### src/shared/lemc_pkg.sv
// package of register map, field layout and reset values for the misc control bank
// Notes on behaviour
// - clock pin input at 0, oscillator out at 1
// - pin function 00 makes pin engine trigger
// - pin function resets 01, drives engine interrupt
// - pin function 10 or 11 is host output
// - host output level bit drives pin, resets 0
// - shared 8-bit variable register, reset zero
// - engines read shared variable for branching
// - writing FFh to reset register resets device
// - software reset restores every register default
// - reset register reads back zero always
// - three engine local variables, host accessible too
// - group dimmers are 8-bit scaling registers
// - engine one may write group dimmer one
// - engine two may write group dimmer two
// - control bits 7..4 reserved, read/write, zero
package lemc_pkg;
    localparam logic [7:0] LEMC_ADDR_IO_CTRL  = 8'h3D;
    localparam logic [7:0] LEMC_ADDR_SHARED   = 8'h3E;
    localparam logic [7:0] LEMC_ADDR_SW_RESET = 8'h3F;
    localparam logic [7:0] LEMC_ADDR_ENG1_VAR = 8'h42;
    localparam logic [7:0] LEMC_ADDR_ENG2_VAR = 8'h43;
    localparam logic [7:0] LEMC_ADDR_ENG3_VAR = 8'h44;
    localparam logic [7:0] LEMC_ADDR_DIM1     = 8'h46;
    localparam logic [7:0] LEMC_ADDR_DIM2     = 8'h47;
    localparam logic [7:0] LEMC_RST_IO_CTRL   = 8'h02;
    localparam logic [7:0] LEMC_RST_ZERO      = 8'h00;
    localparam logic [7:0] LEMC_SW_RESET_KEY  = 8'hFF;
    localparam int         LEMC_BIT_CLK_OUT   = 3;
    localparam int         LEMC_BIT_FUNC_HI   = 2;
    localparam int         LEMC_BIT_FUNC_LO   = 1;
    localparam int         LEMC_BIT_GPO       = 0;
    localparam int         LEMC_NUM_ENG       = 3;
    typedef enum logic [1:0] {
        LEMC_PIN_TRIG = 2'h0,
        LEMC_PIN_INT  = 2'h1,
        LEMC_PIN_GPO0 = 2'h2,
        LEMC_PIN_GPO1 = 2'h3
    } lemc_pin_func_t;
endpackage : lemc_pkg

### src/shared/lemc_pin_if.sv
// interface carrying the pin control fields from the register bank to the pin mux
`timescale 1ns/1ps
interface lemc_pin_if;
    logic [1:0] pin_func;
    logic       gpo_level;
    logic       clk_out_en;
    modport regs (output pin_func, output gpo_level, output clk_out_en);
    modport pins (input pin_func, input gpo_level, input clk_out_en);
endinterface : lemc_pin_if

### src/design/lemc_pin_mux.sv
// multipurpose pin and clock pin direction logic
`timescale 1ns/1ps
module lemc_pin_mux
    import lemc_pkg::*;
(
    lemc_pin_if.pins  ctl,
    input  wire logic engine_irq,
    input  wire logic mp_pin_i,
    input  wire logic osc_clk,
    output logic      mp_pin_o,
    output logic      mp_pin_oe,
    output logic      engine_trigger,
    output logic      clk_pin_o,
    output logic      clk_pin_oe
);
    always_comb begin
        mp_pin_o       = 1'b0;
        mp_pin_oe      = 1'b0;
        engine_trigger = 1'b0;
        unique case (ctl.pin_func)
            LEMC_PIN_TRIG: engine_trigger = mp_pin_i;
            LEMC_PIN_INT: begin
                // open-drain style: pull low while engines flag an event
                mp_pin_o  = 1'b0;
                mp_pin_oe = engine_irq;
            end
            LEMC_PIN_GPO0, LEMC_PIN_GPO1: begin
                mp_pin_o  = ctl.gpo_level;
                mp_pin_oe = 1'b1;
            end
        endcase
    end
    assign clk_pin_oe = ctl.clk_out_en;
    assign clk_pin_o  = ctl.clk_out_en & osc_clk;
endmodule : lemc_pin_mux

### src/design/lemc_regs.sv
// misc control register bank: pin control, engine variables, group dimmers, soft reset
`timescale 1ns/1ps
module lemc_regs
    import lemc_pkg::*;
(
    input  wire logic       clk_sys,
    input  wire logic       rstn,
    input  wire logic       reg_wr,
    input  wire logic       reg_rd,
    input  wire logic [7:0] reg_addr,
    input  wire logic [7:0] reg_wdata,
    output logic [7:0]      reg_rdata,
    input  wire logic [2:0] eng_var_wr,
    input  wire logic [7:0] eng_var_wdata [3],
    input  wire logic       eng1_dim_wr,
    input  wire logic [7:0] eng1_dim_wdata,
    input  wire logic       eng2_dim_wr,
    input  wire logic [7:0] eng2_dim_wdata,
    input  wire logic       engine_irq,
    input  wire logic       mp_pin_i,
    input  wire logic       osc_clk,
    output logic            mp_pin_o,
    output logic            mp_pin_oe,
    output logic            engine_trigger,
    output logic            clk_pin_o,
    output logic            clk_pin_oe,
    output logic [7:0]      shared_var,
    output logic [7:0]      eng_local_var [3],
    output logic [7:0]      group_dimmer_one,
    output logic [7:0]      group_dimmer_two,
    output logic            soft_reset_pulse
);
    ////////////////////////////////////////////////////////////////////////////
    logic [7:0] io_ctrl_q;
    logic [7:0] shared_q;
    logic [7:0] eng_var_q [3];
    logic [7:0] dim1_q;
    logic [7:0] dim2_q;
    logic       sw_rst_q;
    logic       clr;

    function automatic logic hit(input logic [7:0] a, input logic [7:0] off);
        return a == off;
    endfunction : hit

    // soft reset acts one cycle after the key write; the write cycle itself is dropped
    always_ff @(posedge clk_sys) begin
        if (!rstn) begin
            sw_rst_q <= 1'b0;
        end else begin
            sw_rst_q <= reg_wr && hit(reg_addr, LEMC_ADDR_SW_RESET)
                        && reg_wdata == LEMC_SW_RESET_KEY;
        end
    end
    assign clr              = !rstn || sw_rst_q;
    assign soft_reset_pulse = sw_rst_q;

    ////////////////////////////////////////////////////////////////////////////
    always_ff @(posedge clk_sys) begin
        if (clr) begin
            io_ctrl_q <= LEMC_RST_IO_CTRL;
        end else if (reg_wr && hit(reg_addr, LEMC_ADDR_IO_CTRL)) begin
            io_ctrl_q <= reg_wdata;
        end
    end

    always_ff @(posedge clk_sys) begin
        if (clr) begin
            shared_q <= LEMC_RST_ZERO;
        end else if (reg_wr && hit(reg_addr, LEMC_ADDR_SHARED)) begin
            shared_q <= reg_wdata;
        end
    end

    // engine write wins over a host write in the same cycle: program state is live
    always_ff @(posedge clk_sys) begin
        for (int i = 0; i < LEMC_NUM_ENG; i++) begin
            if (clr) begin
                eng_var_q[i] <= LEMC_RST_ZERO;
            end else if (eng_var_wr[i]) begin
                eng_var_q[i] <= eng_var_wdata[i];
            end else if (reg_wr && hit(reg_addr, LEMC_ADDR_ENG1_VAR + 8'(i))) begin
                eng_var_q[i] <= reg_wdata;
            end
        end
    end

    always_ff @(posedge clk_sys) begin
        if (clr) begin
            dim1_q <= LEMC_RST_ZERO;
        end else if (eng1_dim_wr) begin
            dim1_q <= eng1_dim_wdata;
        end else if (reg_wr && hit(reg_addr, LEMC_ADDR_DIM1)) begin
            dim1_q <= reg_wdata;
        end
    end

    always_ff @(posedge clk_sys) begin
        if (clr) begin
            dim2_q <= LEMC_RST_ZERO;
        end else if (eng2_dim_wr) begin
            dim2_q <= eng2_dim_wdata;
        end else if (reg_wr && hit(reg_addr, LEMC_ADDR_DIM2)) begin
            dim2_q <= reg_wdata;
        end
    end

    ////////////////////////////////////////////////////////////////////////////
    // read data registered; unmapped addresses and the reset register read zero
    always_ff @(posedge clk_sys) begin
        if (!rstn) begin
            reg_rdata <= LEMC_RST_ZERO;
        end else if (reg_rd) begin
            unique case (reg_addr)
                LEMC_ADDR_IO_CTRL:  reg_rdata <= io_ctrl_q;
                LEMC_ADDR_SHARED:   reg_rdata <= shared_q;
                LEMC_ADDR_SW_RESET: reg_rdata <= LEMC_RST_ZERO;
                LEMC_ADDR_ENG1_VAR: reg_rdata <= eng_var_q[0];
                LEMC_ADDR_ENG2_VAR: reg_rdata <= eng_var_q[1];
                LEMC_ADDR_ENG3_VAR: reg_rdata <= eng_var_q[2];
                LEMC_ADDR_DIM1:     reg_rdata <= dim1_q;
                LEMC_ADDR_DIM2:     reg_rdata <= dim2_q;
                default:            reg_rdata <= LEMC_RST_ZERO;
            endcase
        end
    end

    assign shared_var       = shared_q;
    assign eng_local_var    = eng_var_q;
    assign group_dimmer_one = dim1_q;
    assign group_dimmer_two = dim2_q;

    ////////////////////////////////////////////////////////////////////////////
    lemc_pin_if pin_bus ();
    assign pin_bus.pin_func   = io_ctrl_q[LEMC_BIT_FUNC_HI:LEMC_BIT_FUNC_LO];
    assign pin_bus.gpo_level  = io_ctrl_q[LEMC_BIT_GPO];
    assign pin_bus.clk_out_en = io_ctrl_q[LEMC_BIT_CLK_OUT];

    lemc_pin_mux u_pin_mux (
        .ctl            (pin_bus.pins),
        .engine_irq     (engine_irq),
        .mp_pin_i       (mp_pin_i),
        .osc_clk        (osc_clk),
        .mp_pin_o       (mp_pin_o),
        .mp_pin_oe      (mp_pin_oe),
        .engine_trigger (engine_trigger),
        .clk_pin_o      (clk_pin_o),
        .clk_pin_oe     (clk_pin_oe)
    );

    ////////////////////////////////////////////////////////////////////////////
    a_io_reset_value: assert property (@(posedge clk_sys) !rstn |=> io_ctrl_q == 8'h02 && mp_pin_oe == engine_irq)
        else $error("io control not at default after reset");
    a_soft_reset_clears: assert property (@(posedge clk_sys) disable iff (!rstn)
        reg_wr && reg_addr == 8'h3F && reg_wdata == 8'hFF ##1 !eng1_dim_wr |=> dim1_q == 8'h00 && shared_q == 8'h00)
        else $error("soft reset left state behind");
    a_soft_reset_io: assert property (@(posedge clk_sys) disable iff (!rstn)
        sw_rst_q |=> io_ctrl_q == 8'h02)
        else $error("soft reset left io control");
    a_other_key_ignored: assert property (@(posedge clk_sys) disable iff (!rstn)
        reg_wr && reg_addr == 8'h3F && reg_wdata != 8'hFF && !sw_rst_q |=> !sw_rst_q && $stable(shared_q))
        else $error("non-key write changed state");
    a_reset_reg_reads_zero: assert property (@(posedge clk_sys) disable iff (!rstn)
        reg_rd && reg_addr == 8'h3F |=> reg_rdata == 8'h00)
        else $error("reset register read nonzero");
    a_gpo_drives_pin: assert property (@(posedge clk_sys) disable iff (!rstn)
        io_ctrl_q[2] |-> mp_pin_oe && mp_pin_o == io_ctrl_q[0])
        else $error("host output level not on pin");
    a_clk_pin_dir: assert property (@(posedge clk_sys) disable iff (!rstn)
        clk_pin_oe == io_ctrl_q[3])
        else $error("clock pin direction wrong");
    a_trigger_mode: assert property (@(posedge clk_sys) disable iff (!rstn)
        io_ctrl_q[2:1] == 2'h0 |-> !mp_pin_oe && engine_trigger == mp_pin_i)
        else $error("trigger mode pin misused");
    a_eng1_dimmer: assert property (@(posedge clk_sys) disable iff (!rstn)
        eng1_dim_wr && !(reg_wr && reg_addr == 8'h3F && reg_wdata == 8'hFF) && !sw_rst_q
        |=> group_dimmer_one == $past(eng1_dim_wdata))
        else $error("engine one dimmer write lost");
    a_eng2_dimmer: assert property (@(posedge clk_sys) disable iff (!rstn)
        eng2_dim_wr && !(reg_wr && reg_addr == 8'h3F && reg_wdata == 8'hFF) && !sw_rst_q
        |=> group_dimmer_two == $past(eng2_dim_wdata))
        else $error("engine two dimmer write lost");
    a_reserved_rw: assert property (@(posedge clk_sys) disable iff (!rstn)
        reg_wr && reg_addr == 8'h3D && !sw_rst_q ##1 reg_rd && reg_addr == 8'h3D && !reg_wr && !sw_rst_q
        |=> reg_rdata[7:4] == $past(reg_wdata[7:4], 2))
        else $error("reserved bits not stored");
    c_soft_reset: cover property (@(posedge clk_sys) sw_rst_q);
    c_gpo_mode: cover property (@(posedge clk_sys) io_ctrl_q[2:1] == 2'h2 && mp_pin_o);
    c_trigger_mode: cover property (@(posedge clk_sys) io_ctrl_q[2:1] == 2'h0 && engine_trigger);
    c_clk_out: cover property (@(posedge clk_sys) clk_pin_oe);
endmodule : lemc_regs

### config.mk
export PLATFORM = sky130hd
export DESIGN_NAME = lemc_regs
export DESIGN_NICKNAME = d
export VERILOG_FILES = /design/src/shared/lemc_pkg.sv /design/src/shared/lemc_pin_if.sv /design/src/design/lemc_pin_mux.sv /design/src/design/lemc_regs.sv
export SDC_FILE = /design/constraint.sdc
export NUM_CORES = 1
export LEC_CHECK = 0
export ABC_AREA = 1
export BUFFER_PORTS_ARGS = -buffer_cell sky130_fd_sc_hd__buf_2
export CAP_MARGIN = 0
export CELL_PAD_IN_SITES_DETAIL_PLACEMENT = 0
export CELL_PAD_IN_SITES_GLOBAL_PLACEMENT = 1
export CORE_UTILIZATION = 35
export CTS_BUF_LIST = sky130_fd_sc_hd__clkbuf_8
export DETAILED_ROUTE_END_ITERATION = 10
export PLACE_DENSITY = 0.82
export SETUP_SLACK_MARGIN = 0.2
export SYNTH_ARGS = -nofsm -noshare
export SYNTH_HDL_FRONTEND = slang
export SYNTH_SLANG_ARGS = --single-unit
export TNS_END_PERCENT = 1
### constraint.sdc
create_clock -name clk_sys -period 1.6 [get_ports clk_sys]
set_clock_uncertainty 0.2 [all_clocks]
set_input_delay 0.32 -clock clk_sys [delete_from_list [all_inputs] [get_ports clk_sys]]
set_output_delay 0.32 -clock clk_sys [all_outputs]
set_load 0.05 [all_outputs]
==> run summary <==
status = finished clean
# DRC = 0
Total Routing Usage GR = 0.242
CTS clk-pin slew, worst paths = 0.09 ns
share of flip-flops with an asynchronous set or reset = 0
Pleak = 2.39 nW
Max Clk Rate = 635 MHz
Worst Path Arrival = 1.05 ns
# nets final = 716
wire per inst = 16.6 µm
final worst slack = 0.0261 ns
Pwr Total = 4.03 mW
Yosys cell types = 26
Pre-antenna DRT Iters = 5
RSZ-0062 raised after global routing = true
I/O pin count = 130
Hold Crit Class = in -> reg
biggest area consumer among synthesized cells = dfxtp_1
Peak VDD IR = 424 µV
first-pass GRT wire length = 18,700 µm
vias in the first global route = 3,618
reg2reg start = soft_reset_pulse
row cnt = 35
hold buffer count at cts = 0
die height = 101 µm
worst hold path depth = 3
Core Area = 9370 µm²
Worst Max-Slew Pin Slew = 0.394 ns
CTS tree = yes
Final Hold Fails = 0
Final setup violation count = 0
Post-synth top flop = dfxtp_1
P per Cell Area = 703 nW/µm²
clk sinks = 65
Port Buffers = 129
final antenna-violating net count = 0
r2r endpoint = eng_local_var[20]
post-DP HPWL = 9320 µm
hold worst-path end = eng_local_var[14]
grt total ovfl = 0
delay-heaviest family, CP = flip-flops
number of buffers created by CTS = 9
Setup CP Type = reg -> out
slowest stage delay, CP = 0.34 ns
EDFF count, synth = 0
via count = 4,061
H-tree levels = 3
top post-synthesis cells by area = dfxtp_1 38%, nand2_1 14%, nand3_1 9.1%
Hold WS = 0.0114 ns
vias per inst = 5.19
Post-Syn Area = 3430 µm²
R2R setup slack = 0.29 ns
post-route cell area = 5730 µm²
Syn Nets = 571
Final Non-Filler Cells = 782
max_cap viols = 0
share of layout cells above drive strength 1 = 0.527
Initial Util = 0.366
Req. time, crit path = 1.08 ns
worst path buffer plus inverter count = 1
flops & latches, synth = 65
Period minus WS final = 1.57 ns
crit-path cells = nor3b_4, buf_6
Yosys top cell area share = 0.380
synthesis-to-finish area growth = 67.1%
Crit. End Element = primary output
routability congestion estimate = 0.923
Ys Warns = 0
Post-Place Cells = 766
Slew HR = 0.737
initial antenna violation count = 0
Worst Min Path Start = eng_var_wdata[14]
die width = 101 µm
Die ar. = 10,200 µm²
drt initial violations = 214
dpl cell area = 4360 µm²
worst reg-to-reg path cell count = 4
diode count = 0
clk buf depth = 2
Post-Place Setup Slack = -0.151 ns
clk root buf = clkbuf_8
largest net degree at the start of global routing = 44
Setup crit start kind = flip-flop
period utilization = 0.984
fin. max-slew vios = 0
drt total wl = 13,000 µm
mean area per synthesized cell = 6.81 µm²
register area share after synthesis = 0.380
Worst-Skew Late Latency = 0.36 ns
Crit Path Max Fanout = 3
critical path's slowest cell = dfxtp_2
Gate Count Post-Synth = 503
-- where the power goes --
part           total (mW)  switching [mW]  internal, mW
Clock                1.30           0.698         0.603
Sequential           1.77           0.108          1.66
Combinational       0.959           0.591         0.369
-- cells by family (layout without fill, tap and decap cells) --
logic type | after synthesis | after routing | share of synthesized area
AND/OR/NAND/NOR | 254 | 254 | 0.353
AO/OA/AOI/OAI | 114 | 114 | 0.180
buffers and inverters | 70 | 220 | 0.0876
flip-flops | 65 | 65 | 0.380
-- state kept, by name, indices dropped and copies added (netlist names) --
signal	count
eng_local_var	24
group_dimmer_one	8
group_dimmer_two	8
io_ctrl_q	8
reg_rdata	8
shared_var	8
soft_reset_pulse	1
-- how the worst max path moves through the flow --
stage | start | endpoint | slack, ns | depth (start not counted)
after floorplan | reg_addr[7] | group_dimmer_one[1] | 0.1 | 9
after global placement | reg_addr[3] | reg_rdata[7] | -0.14 | 11
after detailed placement | reg_addr[3] | reg_rdata[7] | -0.15 | 11
after CTS | io_ctrl_q[1] | engine_trigger | 0.02 | 2
after global routing | io_ctrl_q[1] | engine_trigger | -0.006 | 2
final | io_ctrl_q[1] | engine_trigger | 0.03 | 2
-- metal layers --
layer | track usage | vias up | wire length [µm]
met5 | 0 | - | 0
met4 | 0.0669 | 0 | 185
met3 | 0.0388 | 17 | 894
met2 | 0.396 | 164 | 6250
met1 | 0.330 | 1899 | 5680
li1 | - | 1981 | -
-- repair_timing --
action	CTS	global route
setup buffers	0	0
resized for setup	7	444
pin swaps	0	41
setup endpoints to repair	63	103
-- placed cells by master, fill, tap and decap left out, types with 11 or more instances in the layout --
cell / n
a31oi_1: 27
buf_8: 48
inv_1: 30
a21oi_1: 36
nor2_4: 11
nand3_4: 11
dfxtp_4: 40
nand2_1: 108
dfxtp_2: 19
nand3_1: 37
buf_2: 63
nand2_2: 20
buf_6: 22
o21ai_0: 26
nand3_2: 20
nor2_1: 26
buf_4: 22
-- synth_stat cells, types with 5 or more instances --
master and number:
a31oi_1 27, a21oi_1 44, nand3_1 62, nand2_1 127
nor2_1 29, o21ai_0 36, clkbuf_1 14, dfxtp_1 65
nand2_2 10, nor2_4 11, nand3_2 5, inv_1 42
-- through the flow --
step | setup TNS [ns] | utilization
after CTS | 0 | 0.486
after global routing | -0.00620 | 0.611
after global placement | -2.61 | 0.465
after detailed placement | -4.32 | 0.465
final | 0 | 0.611
after floorplan | 0 | -
-- layout make-up --
cell class | count | area, µm²
Clock buffer | 10 | 138
Clock inverter | 6 | 43.8
Fill cell | 864 | 3650
Inverter | 47 | 196
Multi-Input combinational cell | 368 | 2220
Sequential cell | 65 | 1480
Tap cell | 129 | 161
Timing Repair Buffer | 157 | 1490
-- tightest hold or removal path: cells and delay by family --
family	cells	cell delay (ns)
compound gates	1	0.07
simple gates	1	0.05
buf+inv	1	0.10
No activity file was read; power rests on OpenSTA's default activity.
